<file path="src/rtl/sync_status_regs.svh">
// Register offsets, timing and default constants for the sync event status counters
`ifndef SYNC_STATUS_REGS_SVH
`define SYNC_STATUS_REGS_SVH
`define INPUT_EVENT_TALLY_OFS 4'h0
`define SINCE_INPUT_EVENT_US_OFS 4'h4
`define OUTPUT_EVENT_TALLY_OFS 4'h8
`define CLK_FREQ_HZ 100000000
`define US_PER_S 1000000
`define CYCLES_PER_US (`CLK_FREQ_HZ / `US_PER_S)
`define FACTORY_ASYNC_RATE_HZ 16'h0028
`define FACTORY_APPEND_STATUS 1'b0
`define COUNT_ZERO 32'h0000_0000
`endif

</file>
<file path="src/rtl/sync_status_pkg.sv">
// Types shared by the sync event status counters
package sync_status_pkg;
  typedef logic [31:0] word_t;
  typedef enum logic [1:0] {
    tag_input_tally,
    tag_since_us,
    tag_output_tally
  } status_tag_e;
endpackage : sync_status_pkg

</file>
<file path="src/rtl/sync_event_status_counters.sv">
// Sync event counters, elapsed-time since last input trigger, and status stamp
// Operation
// - Count input trigger rising edges in a 32-bit tally.
// - With append flag set, stamp each async packet with the input tally.
// - Keep 32-bit microseconds elapsed since the latest input trigger.
// - With append flag set, timestamp packets relative to the last pulse.
// - Count generated output trigger events in a 32-bit tally.
// - Writing zero clears a tally; nonzero writes leave it unchanged.
// - Elapsed-time value is read-only; writes never change it.
// - Factory restore sets the async output rate to 40 Hz.
// - Restore loads factory settings; save copies settings to flash.
`timescale 1ns/100ps
`include "sync_status_regs.svh"
module sync_event_status_counters #(
  parameter int unsigned CLK_HZ = `CLK_FREQ_HZ
) (
  // Clock and reset
  input wire logic sys_clk,
  input wire logic rst_b,
  // Trigger pins
  input wire logic trigger_input_pin,
  input wire logic out_event_fire,
  output logic trigger_output_pin,
  // Register port
  input wire logic reg_wr,
  input wire logic reg_rd,
  input wire logic [3:0] reg_addr,
  input wire logic [31:0] reg_wdata,
  output logic [31:0] reg_rdata,
  output logic reg_rvalid,
  // Settings
  input wire logic append_status_set,
  input wire logic [15:0] async_rate_set,
  input wire logic settings_wr,
  input wire logic restore_cmd,
  input wire logic save_cmd,
  output logic append_status_flag,
  output logic [15:0] async_rate_hz,
  // Flash store port
  output logic flash_save_pulse,
  output logic flash_append_status,
  output logic [15:0] flash_async_rate,
  // Async packet stamp
  input wire logic packet_start,
  output logic stamp_valid,
  output logic [31:0] stamp_in_tally,
  output logic [31:0] stamp_since_us
);
  localparam int unsigned US_CYCLES = CLK_HZ / `US_PER_S;
  localparam int unsigned PRE_W = (US_CYCLES > 1) ? $clog2(US_CYCLES) : 1;
  localparam logic [PRE_W-1:0] PRE_LAST = PRE_W'(US_CYCLES - 1);

  // Address decode used by both read and write paths
  function automatic logic addr_is(input logic [3:0] a, input logic [3:0] ofs);
    addr_is = (a == ofs);
  endfunction : addr_is

  logic in_rise;

  pin_edge_sync u_in_sync (
    .sys_clk(sys_clk),
    .rst_b(rst_b),
    .pin_in(trigger_input_pin),
    .rise_pulse(in_rise)
  );

  // Counter state
  sync_status_pkg::word_t in_tally_reg, in_tally_next;
  sync_status_pkg::word_t out_tally_reg, out_tally_next;
  sync_status_pkg::word_t since_us_reg, since_us_next;
  logic [PRE_W-1:0] pre_reg, pre_next;
  logic trig_out_next;

  always_comb begin
    in_tally_next = in_tally_reg;
    out_tally_next = out_tally_reg;
    since_us_next = since_us_reg;
    pre_next = pre_reg;
    // A same-cycle event counts after the clear, leaving the tally at one, so no trigger is lost
    if (reg_wr && addr_is(reg_addr, `INPUT_EVENT_TALLY_OFS) && reg_wdata == `COUNT_ZERO) begin
      in_tally_next = `COUNT_ZERO;
    end
    if (in_rise) begin
      in_tally_next = in_tally_next + 32'h0000_0001;
    end
    if (reg_wr && addr_is(reg_addr, `OUTPUT_EVENT_TALLY_OFS) && reg_wdata == `COUNT_ZERO) begin
      out_tally_next = `COUNT_ZERO;
    end
    if (out_event_fire) begin
      out_tally_next = out_tally_next + 32'h0000_0001;
    end
    // Elapsed time ignores every write; only a trigger restarts it
    if (in_rise) begin
      since_us_next = `COUNT_ZERO;
      pre_next = '0;
    end else if (pre_reg == PRE_LAST) begin
      pre_next = '0;
      // Saturating would hide wraps; a free wrap matches the tallies
      since_us_next = since_us_reg + 32'h0000_0001;
    end else begin
      pre_next = pre_reg + PRE_W'(1);
    end
    trig_out_next = out_event_fire;
  end

  always_ff @(posedge sys_clk or negedge rst_b) begin
    if (!rst_b) begin
      in_tally_reg <= `COUNT_ZERO;
      out_tally_reg <= `COUNT_ZERO;
      since_us_reg <= `COUNT_ZERO;
      pre_reg <= '0;
      trigger_output_pin <= 1'b0;
    end else begin
      in_tally_reg <= in_tally_next;
      out_tally_reg <= out_tally_next;
      since_us_reg <= since_us_next;
      pre_reg <= pre_next;
      trigger_output_pin <= trig_out_next;
    end
  end

  // Register read
  logic [31:0] rdata_next;
  logic rvalid_next;

  always_comb begin
    rdata_next = `COUNT_ZERO;
    rvalid_next = reg_rd;
    if (reg_rd) begin
      if (addr_is(reg_addr, `INPUT_EVENT_TALLY_OFS)) begin
        rdata_next = in_tally_reg;
      end else if (addr_is(reg_addr, `SINCE_INPUT_EVENT_US_OFS)) begin
        rdata_next = since_us_reg;
      end else if (addr_is(reg_addr, `OUTPUT_EVENT_TALLY_OFS)) begin
        rdata_next = out_tally_reg;
      end
    end
  end

  always_ff @(posedge sys_clk or negedge rst_b) begin
    if (!rst_b) begin
      reg_rdata <= `COUNT_ZERO;
      reg_rvalid <= 1'b0;
    end else begin
      reg_rdata <= rdata_next;
      reg_rvalid <= rvalid_next;
    end
  end

  // Settings, restore and save
  logic append_next;
  logic [15:0] rate_next;
  logic save_next;
  logic flash_append_next;
  logic [15:0] flash_rate_next;

  always_comb begin
    append_next = append_status_flag;
    rate_next = async_rate_hz;
    save_next = 1'b0;
    flash_append_next = flash_append_status;
    flash_rate_next = flash_async_rate;
    // Restore takes priority over a same-cycle settings write
    if (restore_cmd) begin
      append_next = `FACTORY_APPEND_STATUS;
      rate_next = `FACTORY_ASYNC_RATE_HZ;
    end else if (settings_wr) begin
      append_next = append_status_set;
      rate_next = async_rate_set;
    end
    if (save_cmd) begin
      save_next = 1'b1;
      flash_append_next = append_status_flag;
      flash_rate_next = async_rate_hz;
    end
  end

  always_ff @(posedge sys_clk or negedge rst_b) begin
    if (!rst_b) begin
      append_status_flag <= `FACTORY_APPEND_STATUS;
      async_rate_hz <= `FACTORY_ASYNC_RATE_HZ;
      flash_save_pulse <= 1'b0;
      flash_append_status <= `FACTORY_APPEND_STATUS;
      flash_async_rate <= `FACTORY_ASYNC_RATE_HZ;
    end else begin
      append_status_flag <= append_next;
      async_rate_hz <= rate_next;
      flash_save_pulse <= save_next;
      flash_append_status <= flash_append_next;
      flash_async_rate <= flash_rate_next;
    end
  end

  // Packet status stamp
  logic stamp_valid_next;
  logic [31:0] stamp_tally_next;
  logic [31:0] stamp_us_next;

  always_comb begin
    stamp_valid_next = 1'b0;
    stamp_tally_next = stamp_in_tally;
    stamp_us_next = stamp_since_us;
    if (packet_start && append_status_flag) begin
      stamp_valid_next = 1'b1;
      stamp_tally_next = in_tally_reg;
      stamp_us_next = since_us_reg;
    end
  end

  always_ff @(posedge sys_clk or negedge rst_b) begin
    if (!rst_b) begin
      stamp_valid <= 1'b0;
      stamp_in_tally <= `COUNT_ZERO;
      stamp_since_us <= `COUNT_ZERO;
    end else begin
      stamp_valid <= stamp_valid_next;
      stamp_in_tally <= stamp_tally_next;
      stamp_since_us <= stamp_us_next;
    end
  end
endmodule : sync_event_status_counters

</file>
<file path="src/rtl/pin_edge_sync.sv">
// Three-stage pin synchroniser with rising-edge pulse
`timescale 1ns/100ps
module pin_edge_sync (
  // Clock and reset
  input wire logic sys_clk,
  input wire logic rst_b,
  // Pin and result
  input wire logic pin_in,
  output logic rise_pulse
);
  logic [2:0] stage_reg;
  logic [2:0] stage_next;
  logic level_reg;
  logic level_next;
  logic rise_next;

  always_comb begin
    stage_next = {stage_reg[1:0], pin_in};
    level_next = level_reg;
    // Only stages two and three are looked at; stage one may be metastable
    if (stage_reg[1] == stage_reg[2]) begin
      level_next = stage_reg[2];
    end
    rise_next = level_next & ~level_reg;
  end

  always_ff @(posedge sys_clk or negedge rst_b) begin
    if (!rst_b) begin
      stage_reg <= 3'h0;
      level_reg <= 1'b0;
      rise_pulse <= 1'b0;
    end else begin
      stage_reg <= stage_next;
      level_reg <= level_next;
      rise_pulse <= rise_next;
    end
  end
endmodule : pin_edge_sync

</file>
<file path="config.mk">
export PLATFORM = sky130hd
export DESIGN_NAME = sync_event_status_counters
export DESIGN_NICKNAME = d
export VERILOG_FILES = /design/src/rtl/sync_status_pkg.sv /design/src/rtl/sync_event_status_counters.sv /design/src/rtl/pin_edge_sync.sv
export VERILOG_INCLUDE_DIRS = /design/src /design/src/rtl
export SDC_FILE = /design/constraint.sdc
export NUM_CORES = 1
export LEC_CHECK = 0
export BUFFER_PORTS_ARGS = -buffer_cell sky130_fd_sc_hd__buf_2
export CORE_MARGIN = 2
export CORE_UTILIZATION = 55
export DETAILED_ROUTE_END_ITERATION = 7
export PLACE_DENSITY_LB_ADDON = 0.2
export SETUP_SLACK_MARGIN = 0.02
export SYNTH_ARGS = -nofsm -noshare
export SYNTH_HDL_FRONTEND = slang
export SYNTH_HIERARCHICAL = 1
export SYNTH_SLANG_ARGS = --single-unit
</file>
<file path="constraint.sdc">
create_clock -name sys_clk -period 2.21 [get_ports sys_clk]
set_input_delay 0.1105 -clock sys_clk [delete_from_list [all_inputs] [get_ports sys_clk]]
set_output_delay 0.1105 -clock sys_clk [all_outputs]
set_load 0.02 [all_outputs]
</file>
* Word-level counts from Yosys, hierarchy flattened
Index checks and enable logic that the tools add are counted.
Widths: inputs -> output; s select.
** Cells by class
- Bitwise operators :: 2
- Muxes and demuxes :: 19
- Reduce and logical (&&, ||, !) cells :: 9
- Add/subtract/negate cells :: 4
- Equality and inequality tests :: 4
** Operators by type and width (count)
- $mux 32 :: 10
- $add 32x1->32 const B :: 3
- $logic_not 32->1 :: 1
- $mux 16 :: 2
- $mux 7 :: 2
- $add 7x1->7 const B :: 1
- $eq 7x7->1 const B :: 1
- $logic_and 1x1->1 :: 5
- $mux 1 :: 5
- $eq 4x3->1 const B :: 1
- $eq 4x4->1 const B :: 1
- $logic_not 4->1 :: 1
- $reduce_bool 2->1 :: 2
- $and 1x1->1 :: 1
- $eq 1x1->1 :: 1
- $not 1->1 :: 1
** Storage, ports and cells
- Output and inout bits :: 134
- Logic and storage cells :: 56
- Bits in registers :: 242
- Bits of input ports :: 63

* Depth between registers and ports, before layout
Gate-level depths: netlist of the first run.
- Word-level depth :: 6
- Gate-level depth with buffers :: 11
- Mapped depth without buffers :: 10

* Cells and area by module
Netlist of the first run, hierarchy kept.
** Modules (own cells, without submodules)
- sync_event_status_counters :: area an instance 10665.2 sq um, seq. area each 5935.7 sq um, cells an instance 946, instances 1
- pin_edge_sync :: area an instance 146.4 sq um, seq. area each 125.1 sq um, cells an instance 7, instances 1

* Worst setup path after synthesis of the first run
OpenSTA, ideal clock, no wires.
- Path kind :: input -> register
- Start point :: in reg_addr[2]
- End point :: reg in_tally_reg[26]
- Arrival time :: 2.024 ns
- Required time :: 2.133 ns
- Stages :: 11
- Slack :: 0.109 ns
- Buffers on the path :: 1
- Library setup time :: 0.077 ns
- Cell sequence :: buf_2 inv_1 nand2_1 nor4_4 nor2b_1 ha_1 nand3_1 nor3_2 nand3_1 or3_1 a21oi_1
** On the way
- Longest elaborated chain between the ends :: 6
** RTL lines
- start: declaration :: RTL line sync_event_status_counters.sv:27 : input wire logic [3:0] reg_addr,
- $logic_not 4->1 (*) :: RTL line sync_event_status_counters.sv:55 : addr_is = (a == ofs);
- $logic_and 1x1->1 (*) :: RTL line sync_event_status_counters.sv:80 : if (reg_wr && addr_is(reg_addr, `INPUT_EVENT_TALLY_OFS) && reg_wdata == `COUNT_ZERO) begin
- $logic_and 1x1->1 (no source line) (*)
- $mux 32 (*) :: RTL line sync_event_status_counters.sv:80
- $add 32x1->32 :: RTL line sync_event_status_counters.sv:84 : in_tally_next = in_tally_next + 32'h0000_0001;
- $mux 32 (*) :: RTL line sync_event_status_counters.sv:83 : if (in_rise) begin
- net in_tally_next[26] :: RTL line sync_event_status_counters.sv:68 : sync_status_pkg::word_t in_tally_reg, in_tally_next;
- end signal: assignment :: RTL line sync_event_status_counters.sv:108 : in_tally_reg <= `COUNT_ZERO;
- end signal: assignment :: RTL line sync_event_status_counters.sv:114 : in_tally_reg <= in_tally_next;
- end: declaration :: RTL line sync_event_status_counters.sv:68
The timed path passes the listed nets; every way through them passes the cells marked *.
A chain may end at the register's enable or synchronous reset.

* Final worst setup path of the first run
- Start point :: reg out_tally_reg[0]
- End point :: reg out_tally_reg[28]
** On the way
- Longest elaborated chain between the ends :: 3
** RTL lines
- start: declaration :: RTL line sync_event_status_counters.sv:69 : sync_status_pkg::word_t out_tally_reg, out_tally_next;
- start signal: assignment :: RTL line sync_event_status_counters.sv:109 : out_tally_reg <= `COUNT_ZERO;
- start signal: assignment :: RTL line sync_event_status_counters.sv:115 : out_tally_reg <= out_tally_next;
- $mux 32 :: RTL line sync_event_status_counters.sv:86 : if (reg_wr && addr_is(reg_addr, `OUTPUT_EVENT_TALLY_OFS) && reg_wdata == `COUNT_ZERO) begin
- $add 32x1->32 :: RTL line sync_event_status_counters.sv:90 : out_tally_next = out_tally_next + 32'h0000_0001;
- $mux 32 :: RTL line sync_event_status_counters.sv:89 : if (out_event_fire) begin
- net out_tally_next[28] :: RTL line sync_event_status_counters.sv:69
The timed path passes the listed nets, and every way through them passes these cells.

==> impl_metrics.sql, run 1 <==
INSERT INTO impl_metrics (metric_group, metric, value, unit) VALUES
('clock_network', 'clock_latency', '0.52', 'ns'),
('run', 'max_cap_violations', '0', ''),
('synthesis', 'yosys.cell_count.top_type', 'sky130_fd_sc_hd__dfrtp_1', ''),
('global_routing', 'grt_antenna_before_repair', '0', ''),
('placed_design', 'place_area', '0.0122', 'mm²'),
('floorplanning', 'die_area', '0.0208', 'mm²'),
('clock_network', 'cts_tree', 'yes', ''),
('synthesis', 'ys_ff_latch', '242', ''),
('route', 'vias_per_cell', '5.44', ''),
('floorplanning', 'die_height', '144', 'µm'),
('synthesis', 'yosys_warnings', '6', ''),
('power_and_ir_drop', 'total_leakage_power', '6.41', 'nW'),
('synthesis', 'seq_area_frac_synth', '0.561', ''),
('cells_and_area', 'nNetsFinal', '1266', ''),
('critical_path', 'timing.critical_path.fanout_max', '8', ''),
('synthesis', 'synth_flop_type', 'sky130_fd_sc_hd__dfrtp_1', ''),
('clock_network', 'numClockSinks', '242', ''),
('route', 'post_drt_wl_per_cell', '17.2', 'µm'),
('cells_and_area', 'util_after_layout', '0.693', ''),
('sta', 'finClkSkew', '0.00910', 'ns'),
('route', 'route.detailed.drc', '0', ''),
('synthesis', 'synthArstFlopShare', '1.00', ''),
('global_routing', 'maximum_number_of_pins_on_one_net_before_global_route_repair', '76', ''),
('cells_and_area', 'design_area', '0.0135', 'mm²'),
('cells_and_area', 'syn_to_final_growth', '24.4', '%'),
('global_routing', 'vias_in_the_first_global_route', '8018', ''),
('synthesis', 'post_synth_instance_area', '0.0108', 'mm²'),
('critical_path', 'critPathKind', 'reg -> reg', ''),
('placed_design', 'hpwlAfterDp', '17.7', 'mm'),
('sta', 'max_slew.worst_pin.slew', '0.534', 'ns'),
('cells_and_area', 'fraction_of_layout_cells_with_a_size_suffix_above_1', '0.324', ''),
('clock_network', 'clockRootBuffer', 'sky130_fd_sc_hd__clkbuf_16', ''),
('placed_design', 'io_buffers', '196', ''),
('global_routing', 'grt_overflow', '0', ''),
('sta', 'period_needed', '2.01', 'ns'),
('critical_path', 'cp_data_arrival_time', '2.45', 'ns'),
('status', 'outcome', 'completed', ''),
('cells_and_area', 'diode_insertion_count_for_antenna_repair', '0', ''),
('critical_path', 'crit_required', '2.65', 'ns'),
('sta', 'timing.final.setup_violations', '0', ''),
('global_routing', 'grt_pass1_wl', '41.2', 'mm'),
('synthesis', 'yosys.area.top_type', 'sky130_fd_sc_hd__dfrtp_1', ''),
('cells_and_area', 'finish.cell_count_without_fillers', '1479', ''),
('clock_network', 'htree_levels', '1', ''),
('floorplanning', 'die_width', '144', 'µm'),
('synthesis', 'syn-num-nets', '1020', ''),
('route', 'detailedRoute.firstPassIterationCount', '5', ''),
('floorplanning', 'io_pins', '197', ''),
('sta', 'max_freq', '497', 'MHz'),
('sta', 'final-max-slew-violation-count', '0', ''),
('critical_path', 'worstSetupEndpointType', 'flop', ''),
('route', 'drt_iter0_drcs', '446', ''),
('sta', 'slew_headroom', '0.644', ''),
('synthesis', 'synth_cell_type_count', '44', ''),
('min_path', 'min-delay-path-class', 'in -> reg', ''),
('sta', 'final_min_period_over_clock_period', '0.910', ''),
('synthesis', 'synth_enable_flop_cells', '0', ''),
('synthesis', 'number_of_cells_produced_by_synthesis', '953', ''),
('placed_design', 'dp_slack', '-0.129', 'ns'),
('route', 'drtAntennaViolNets', '0', ''),
('sta', 'final_hold_viol_count', '0', ''),
('floorplanning', 'start_util', '0.557', ''),
('power_and_ir_drop', 'irDropWorstVdd', '623', 'µV'),
('critical_path', 'startpoint_type', 'flop', ''),
('cells_and_area', 'filler_cell_count', '1458', ''),
('floorplanning', 'rows', '51', ''),
('clock_network', 'max-clock-path-buffers', '3', ''),
('synthesis', 'most_area_consuming_cells_after_synthesis', 'sky130_fd_sc_hd__dfrtp_1, sky130_fd_sc_hd__mux2_2, sky130_fd_sc_hd__nor2_1, sky130_fd_sc_hd__xnor2_1, sky130_fd_sc_hd__xor2_1', ''),
('placed_design', 'finalWeightedCongestion', '0.903', ''),
('sta', 'post-route-worst-setup-slack', '0.199', 'ns'),
('synthesis', 'synth_top_cell_area_share', '0.551', '');
## cells in the final DEF, fill, tap and decap left out, drive strengths merged, types with 3 or more instances in the layout
master,synthesis,final
nor4b,3,3
ha,4,4
buf,17,227
dfstp,4,4
xor2,42,42
nand3,31,31
and4,10,10
nor4,19,19
clkbuf,25,34
mux2i,16,16
bufinv,0,5
nor2,117,117
a22oi,14,14
nand4,30,30
o21ai,58,58
nand2,68,68
inv,18,18
dlygate4sd3,0,34
mux2,86,86
xnor2,45,45
and2,4,4
and3,12,12
nor3,23,23
dfrtp,238,238
nor2b,22,22
or3,11,11
a21oi,29,29
## critical path, cell delays in order, from the launching register on
cell	delay, ns
sky130_fd_sc_hd__dfrtp_1	0.39
sky130_fd_sc_hd__nor2b_1	0.20
sky130_fd_sc_hd__ha_1	0.20
sky130_fd_sc_hd__nand2_1	0.14
sky130_fd_sc_hd__nor3_4	0.32
sky130_fd_sc_hd__nand3_1	0.20
sky130_fd_sc_hd__or3_1	0.34
sky130_fd_sc_hd__a21oi_1	0.15
## metal layers
layer  global-route usage  vias up  wire (µm)
met1                0.356     3957      11400
li1                     -     3786          -
met3               0.0384       40       1700
met5                    0        -          0
met2                0.402      269      11800
met4               0.0623        0        474
## cell type report
class / count / area (µm²) / area share
Timing Repair Buffer: 261 / 1610 / 0.120
Sequential cell: 242 / 6060 / 0.451
Clock buffer: 34 / 699 / 0.0520
Clock inverter: 8 / 168 / 0.0125
Inverter: 18 / 67.6 / 0.00502
Tap cell: 265 / 332 / 0.0246
Multi-Input combinational cell: 651 / 4510 / 0.335
## what timing repair did
action | CTS | global route
resized for setup | 0 | 3
hold buffers | 34 | 0
setup endpoints to repair | 0 | 2
hold endpoints to repair | 262 | 0
setup buffers | 0 | 1
## power breakdown
group          leakage, nW  total, mW  switching [mW]  internal, mW
clock network        0.421       4.45            1.67          2.78
logic                 2.85       1.24           0.689         0.547
registers             3.14       4.99           0.278          4.72
total                 6.41       10.7            2.63          8.04
## metrics by stage
step | hold WS (ns) | setup TNS (ns)
after floorplan | -0.185 | 0
after global placement | 0.0325 | -0.293
after detailed placement | 0.0303 | -1.34
after CTS | 0.00144 | 0
after global routing | 0.0380 | 0
final | 0.0136 | 0
## path summary, 6_finish.rpt
kind                                                to                   start  depth (start not counted)  slack [ns]
worst min-delay path                 async_rate_hz[14]             restore_cmd                          2        0.01
min in group asynchronous            async_rate_hz[14]                   rst_b                          2        0.09
worst min register to register  u_in_sync/stage_reg[1]  u_in_sync/stage_reg[0]                          0        0.35
max in group asynchronous           stamp_in_tally[17]                   rst_b                          3        1.45
worst max-delay path                 out_tally_reg[28]        out_tally_reg[0]                          7        0.20
worst max register to register       out_tally_reg[28]        out_tally_reg[0]                          7        0.20
## kinds of logic after synthesis
logic type / Yosys count / share of synthesized area
buffers and inverters: 60 / 0.0236
xor gates and xnor gates: 87 / 0.0705
adders and majority gates: 5 / 0.00567
and+or+nand+nor: 354 / 0.184
muxes: 102 / 0.104
AOI/OAI and AO/OA: 103 / 0.0516
DFF: 242 / 0.561
Note: power is estimated with default switching activity, not from simulation.
==> inputs of run 2 (changes only) <==
CORE_UTILIZATION = 50   (was 55)
==> run 2 against run 1 <==
Against the previous run:
- via count fell by 1.1%
- core utilization fell by 5.5 points
- sequential power barely moved
- first-iteration DRC count rose by 5.2%
- total power barely moved
- combinational power barely moved
- largest cell class unchanged
==> impl_metrics.sql, run 2 (synthesized netlist as in run 1, its figures left out) <==
INSERT INTO impl_metrics (metric_group, metric, value, unit) VALUES
('cells_and_area', 'nNetsFinal', '1266', ''),
('placed_design', 'finalWeightedCongestion', '0.840', ''),
('sta', 'whs', '0.00994', 'ns'),
('cells_and_area', 'fraction_of_layout_cells_with_a_size_suffix_above_1', '0.327', ''),
('sta', 'unrepaired_setup_endpoints_after_global_routing', 'no', ''),
('route', 'post_drt_wl_per_cell', '17.3', 'µm'),
('sta', 'slew_headroom', '0.561', ''),
('critical_path', 'cp_data_arrival_time', '2.43', 'ns'),
('critical_path', 'timing.critical_path.max_delay_family', 'simple AND/OR/NAND/NOR gates', ''),
('critical_path', 'slowest_stage', 'sky130_fd_sc_hd__dfrtp_1', ''),
('critical_path', 'worstSetupEndpointType', 'flop', ''),
('route', 'vias_per_cell', '5.34', ''),
('cells_and_area', 'final_cell_mix', 'sky130_fd_sc_hd__dfrtp_1, sky130_fd_sc_hd__buf_2, sky130_fd_sc_hd__nor2_1', ''),
('global_routing', 'grt_pass1_wl', '41.9', 'mm'),
('floorplanning', 'rows', '53', ''),
('cells_and_area', 'diode_insertion_count_for_antenna_repair', '0', ''),
('cells_and_area', 'filler_cell_count', '1690', ''),
('route', 'detailedRoute.firstPassIterationCount', '5', ''),
('route', 'drt_iter0_drcs', '469', ''),
('run', 'max_cap_violations', '0', ''),
('global_routing', 'maximum_number_of_pins_on_one_net_before_global_route_repair', '85', ''),
('critical_path', 'critPathKind', 'reg -> reg', ''),
('clock_network', 'cts.reportedPaths.clkPinSlew', '0.06', 'ns'),
('critical_path', 'timing.critical_path.buf_inv', '0', ''),
('critical_path', 'timing.critical_path.fanout_max', '5', ''),
('sta', 'finClkSkew', '0.0221', 'ns'),
('floorplanning', 'die_area', '0.0228', 'mm²'),
('clock_network', 'clockRootBuffer', 'sky130_fd_sc_hd__clkbuf_16', ''),
('floorplanning', 'die_width', '151', 'µm'),
('power_and_ir_drop', 'power_per_cell_area', '790', 'mW/mm²'),
('floorplanning', 'start_util', '0.511', ''),
('critical_path', 'path_cells', 'nor2b_1 -> ha_1 -> nand3_1 -> nor3_4 -> nand3_2 -> or3_1 -> a21oi_1', ''),
('critical_path', 'startpoint_type', 'flop', ''),
('power_and_ir_drop', 'total_leakage_power', '6.43', 'nW'),
('sta', 'timing.final.setup_violations', '0', ''),
('min_path', 'min-delay-path-class', 'in -> reg', ''),
('global_routing', 'grt_antenna_before_repair', '0', ''),
('clock_network', 'htree_levels', '1', ''),
('sta', 'final_total_negative_setup_slack', '0', 'ns'),
('cells_and_area', 'layout.cells.most_common', 'sky130_fd_sc_hd__dfrtp_1', ''),
('clock_network', 'numClockSinks', '242', ''),
('floorplanning', 'io_pins', '197', ''),
('cells_and_area', 'combined_area_of_the_multi_input_logic_cells', '0.00452', 'mm²'),
('power_and_ir_drop', 'power.total', '10.7', 'mW'),
('global_routing', 'all_layer_global_routing_usage', '0.231', ''),
('clock_network', 'cts_tree', 'yes', ''),
('power_and_ir_drop', 'irDropWorstVdd', '638', 'µV'),
('route', 'drtAntennaViolNets', '0', ''),
('clock_network', 'clock_latency', '0.53', 'ns'),
('cells_and_area', 'design_area', '0.0135', 'mm²'),
('sta', 'final_min_period_over_clock_period', '0.900', ''),
('cells_and_area', 'sequential_standard_cell_area', '0.00606', 'mm²'),
('floorplanning', 'die_height', '151', 'µm'),
('floorplanning', 'core_area', '0.0212', 'mm²'),
('sta', 'final-max-slew-violation-count', '0', ''),
('placed_design', 'place_area', '0.0122', 'mm²'),
('cells_and_area', 'util_after_layout', '0.638', ''),
('sta', 'max_freq', '503', 'MHz'),
('route', 'route.detailed.drc', '0', ''),
('critical_path', 'crit_path_max_incr_delay', '0.39', 'ns'),
('sta', 'final_hold_viol_count', '0', ''),
('critical_path', 'crit_required', '2.65', 'ns'),
('placed_design', 'io_buffers', '196', ''),
('global_routing', 'vias_in_the_first_global_route', '8004', ''),
('global_routing', 'grt_overflow', '0', ''),
('placed_design', 'hpwlAfterDp', '18.0', 'mm'),
('cells_and_area', 'syn_to_final_growth', '24.9', '%'),
('route', 'vias', '7963', ''),
('clock_network', 'max-clock-path-buffers', '3', ''),
('sta', 'max_slew.worst_pin.slew', '0.659', 'ns'),
('sta', 'period_needed', '1.99', 'ns'),
('route', 'routed_wirelength', '25.8', 'mm'),
('clock_network', 'num_cts_buffers', '26', ''),
('status', 'outcome', 'completed', '');
-- run 2: changes by cell type in the layout (fill, tap and decap cells not counted), sizes merged --
cell    change
buf         -1
bufinv      -3
clkbuf      +6
clkinv      +1
-- run 2: worst paths after layout --
path,start,endpoint,slack (ns),cells after the start
max,in_tally_reg[1],in_tally_reg[26],0.22,7
min reg2reg,u_in_sync/stage_reg[0],u_in_sync/stage_reg[1],0.36,0
max reg2reg,in_tally_reg[1],in_tally_reg[26],0.22,7
max in group asynchronous,rst_b,in_tally_reg[15],1.30,3
min,restore_cmd,async_rate_hz[11],0.01,2
min in group asynchronous,rst_b,flash_async_rate[8],0.19,2
-- run 2: what timing repair did --
action | 4_1_cts | 5_1_grt
endpoints found under the hold margin | 104 | 0
hold buffers | 34 | 0
setup endpoints to repair | 0 | 3
setup buffers | 0 | 2
gates resized for setup | 0 | 5
-- run 2: area by class of cell --
cell class,instances,area share
Tap cell,275,0.0255
Sequential cell,242,0.449
Multi-Input combinational cell,651,0.335
Inverter,18,0.00500
Timing Repair Buffer,260,0.120
Clock inverter,6,0.00639
Clock buffer,40,0.0596
-- run 2: through the flow --
stage | setup WS (ns) | cells
floorplan | 0.109 | 953
global placement | -0.105 | 1410
detailed placement | -0.156 | 1410
CTS | 0.137 | 1490
global route | 0.0225 | 1492
finish | 0.221 | 1492
-- run 2: power by group --
| group | switching (mW) | internal (mW) |
|---|---|---|
| clock network | 1.72 | 2.72 |
| logic | 0.686 | 0.537 |
| registers | 0.285 | 4.72 |
-- run 2: routing by layer --
metal,vias to the layer above,share of wire,global-route usage
met3,28,0.070,0.0431
met1,3916,0.46,0.328
li1,3785,-,-
met4,0,0.015,0.0533
met5,-,0,0
met2,234,0.46,0.373
-- run 2: worst reg2reg max path, delay by kind of cell (launching register included) --
| kind | cells | cell delay [ns] |
|---|---|---|
| fa+ha+maj | 1 | 0.20 |
| flops | 1 | 0.39 |
| compound gates | 1 | 0.14 |
| simple gates | 5 | 1.17 |
==> inputs of run 3 (changes only) <==
CORE_ASPECT_RATIO = 1.75   (was unset)
SKIP_CTS_REPAIR_TIMING = 1   (was unset)
==> run 3 against run 2 <==
Against the previous run:
- the flow now finishes with violations (negative hold slack)
- largest cell class unchanged
- core utilization down 2.0 points
- sequential share of layout area up 0.87 points
- critical endpoint is now out_tally_reg[28]
- sequential power about the same
- clock-buffer cell count down 9
==> impl_metrics.sql, run 3 (synthesized netlist as in run 1, its figures left out) <==
INSERT INTO impl_metrics (metric_group, metric, value, unit) VALUES
('status', 'outcome', 'complete, but fails checks', ''),
('status', 'violations_in_the_final_reports', 'negative hold slack', ''),
('critical_path', 'r2r-end', 'out_tally_reg[28]', ''),
('floorplanning', 'die_width', '115', 'µm'),
('critical_path', 'critPathKind', 'reg -> reg', ''),
('global_routing', 'maximum_number_of_pins_on_one_net_before_global_route_repair', '76', ''),
('placed_design', 'hpwlAfterDp', '17.6', 'mm'),
('floorplanning', 'start_util', '0.505', ''),
('floorplanning', 'io_pins', '197', ''),
('placed_design', 'io_buffers', '196', ''),
('sta', 'slew_headroom', '0.647', ''),
('floorplanning', 'die_height', '199', 'µm'),
('route', 'drtAntennaViolNets', '0', ''),
('critical_path', 'worstReg2RegStart', 'out_tally_reg[1]', ''),
('global_routing', 'vias_in_the_first_global_route', '7913', ''),
('cells_and_area', 'nNetsFinal', '1250', ''),
('global_routing', 'grt_pass1_wl', '39.2', 'mm'),
('global_routing', 'all_layer_global_routing_usage', '0.213', ''),
('critical_path', 'timing.critical_path.fanout_max', '6', ''),
('route', 'route.detailed.drc', '0', ''),
('critical_path', 'worstSetupEndpointType', 'flop', ''),
('power_and_ir_drop', 'power_per_cell_area', '763', 'mW/mm²'),
('critical_path', 'crit_required', '2.64', 'ns'),
('sta', 'timing.final.setup_violations', '0', ''),
('floorplanning', 'core_area', '0.0214', 'mm²'),
('clock_network', 'clockRootBuffer', 'sky130_fd_sc_hd__clkbuf_16', ''),
('power_and_ir_drop', 'power.total', '10.1', 'mW'),
('route', 'routed_wirelength', '24.4', 'mm'),
('sta', 'period_needed', '2.02', 'ns'),
('sta', 'whs', '-0.0163', 'ns'),
('floorplanning', 'die_area', '0.0229', 'mm²'),
('placed_design', 'finalWeightedCongestion', '0.907', ''),
('cells_and_area', 'filler_cell_count', '1796', ''),
('clock_network', 'clock_latency', '0.51', 'ns'),
('critical_path', 'r2r_setup_slack', '0.19', 'ns'),
('power_and_ir_drop', 'irDropWorstVdd', '513', 'µV'),
('sta', 'max_slew.worst_pin.slew', '0.529', 'ns'),
('critical_path', 'startpoint_type', 'flop', ''),
('floorplanning', 'rows', '71', ''),
('sta', 'final-max-slew-violation-count', '0', ''),
('cells_and_area', 'fraction_of_layout_cells_with_a_size_suffix_above_1', '0.326', ''),
('global_routing', 'grt_antenna_before_repair', '0', ''),
('run', 'max_cap_violations', '0', ''),
('route', 'vias_per_cell', '5.22', ''),
('min_path', 'holdPathEnd', 'async_rate_hz[12]', ''),
('clock_network', 'max-clock-path-buffers', '3', ''),
('sta', 'final_min_period_over_clock_period', '0.914', ''),
('global_routing', 'grt_overflow', '0', ''),
('clock_network', 'htree_levels', '1', ''),
('min_path', 'min-delay-path-class', 'in -> reg', ''),
('clock_network', 'num_cts_buffers', '22', ''),
('sta', 'finClkSkew', '0.0112', 'ns'),
('sta', 'post-route-worst-setup-slack', '0.190', 'ns'),
('clock_network', 'cts.reportedPaths.clkPinSlew', '0.06', 'ns'),
('placed_design', 'dp_slack', '-0.132', 'ns'),
('clock_network', 'numClockSinks', '242', ''),
('sta', 'final_hold_viol_count', '6', ''),
('critical_path', 'timing.reg2reg.worst_path_depth', '7', ''),
('min_path', 'hold_depth', '2', ''),
('cells_and_area', 'layout.cells.most_common', 'sky130_fd_sc_hd__dfrtp_1', ''),
('cells_and_area', 'final_cell_mix', 'sky130_fd_sc_hd__dfrtp_1, sky130_fd_sc_hd__buf_2, sky130_fd_sc_hd__nor2_1', ''),
('route', 'vias', '7778', ''),
('route', 'detailedRoute.firstPassIterationCount', '5', ''),
('cells_and_area', 'diode_insertion_count_for_antenna_repair', '0', ''),
('sta', 'unrepaired_setup_endpoints_after_global_routing', 'no', ''),
('cells_and_area', 'syn_to_final_growth', '22.5', '%'),
('power_and_ir_drop', 'total_leakage_power', '6.28', 'nW'),
('route', 'post_drt_wl_per_cell', '16.4', 'µm'),
('route', 'drt_iter0_drcs', '369', ''),
('min_path', 'worst_hold_startpoint', 'restore_cmd', ''),
('sta', 'max_freq', '495', 'MHz'),
('critical_path', 'cp_data_arrival_time', '2.45', 'ns'),
('clock_network', 'cts_tree', 'yes', '');
==> run 3: cell types whose count changed in the layout (fill, tap and decap cells not counted), sizes merged <==
cell         delta
dlygate4sd3    -12
clkbuf          -9
clkinv          +1
clkinvlp        +1
==> run 3: stage by stage <==
stage	util	instances	TNS (ns)	area, µm²
finish	0.619	1490	0	13200
global route	0.619	1490	0	13200
CTS	0.607	1465	0	13000
detailed placement	0.572	1426	-1.07	12200
global placement	0.572	1426	-0.448	12200
floorplan	-	953	0	10800
==> run 3: metal layers <==
| metal | track usage | wire length [µm] |
|---|---|---|
| met2 | 0.382 | 12600 |
| met3 | 0.0320 | 1150 |
| met1 | 0.260 | 10000 |
| met4 | 0.0687 | 573 |
| met5 | 0 | 0 |
==> run 3: final cells by class <==
cell class | count | area (µm²) | area share
multi-input cells | 651 | 4510 | 0.341
clock buffers | 31 | 656 | 0.0495
repair buffers | 248 | 1490 | 0.112
inverters | 18 | 67.6 | 0.00510
clock inverters | 8 | 95.1 | 0.00718
well taps | 292 | 365 | 0.0276
flip-flops and latches | 242 | 6060 | 0.458
==> run 3: critical path, stage by stage, from the launching register on <==
cell                      delay, ns
sky130_fd_sc_hd__dfrtp_1       0.40
sky130_fd_sc_hd__nor2b_1       0.19
sky130_fd_sc_hd__ha_1          0.20
sky130_fd_sc_hd__nand2_1       0.13
sky130_fd_sc_hd__nor3_4        0.34
sky130_fd_sc_hd__nand3_1       0.20
sky130_fd_sc_hd__or3_1         0.33
sky130_fd_sc_hd__a21oi_1       0.14
==> run 3: worst max path at each step <==
stage	slack [ns]	end	start	depth (start not counted)
final	0.19	out_tally_reg[28]	out_tally_reg[1]	7
after global placement	-0.09	out_tally_reg[8]	reg_wdata[11]	12
after CTS	0.07	in_tally_reg[26]	in_tally_reg[1]	7
after detailed placement	-0.13	out_tally_reg[8]	reg_wdata[11]	12
after global routing	0.05	out_tally_reg[28]	out_tally_reg[1]	7
after floorplan	0.11	in_tally_reg[26]	reg_addr[2]	11
==> run 3: where the power goes <==
group / switching, mW / total (mW) / leakage, nW / internal, mW
Combinational: 0.685 / 1.21 / 2.78 / 0.526
Clock: 1.59 / 3.89 / 0.367 / 2.30
Sequential: 0.281 / 4.99 / 3.14 / 4.71
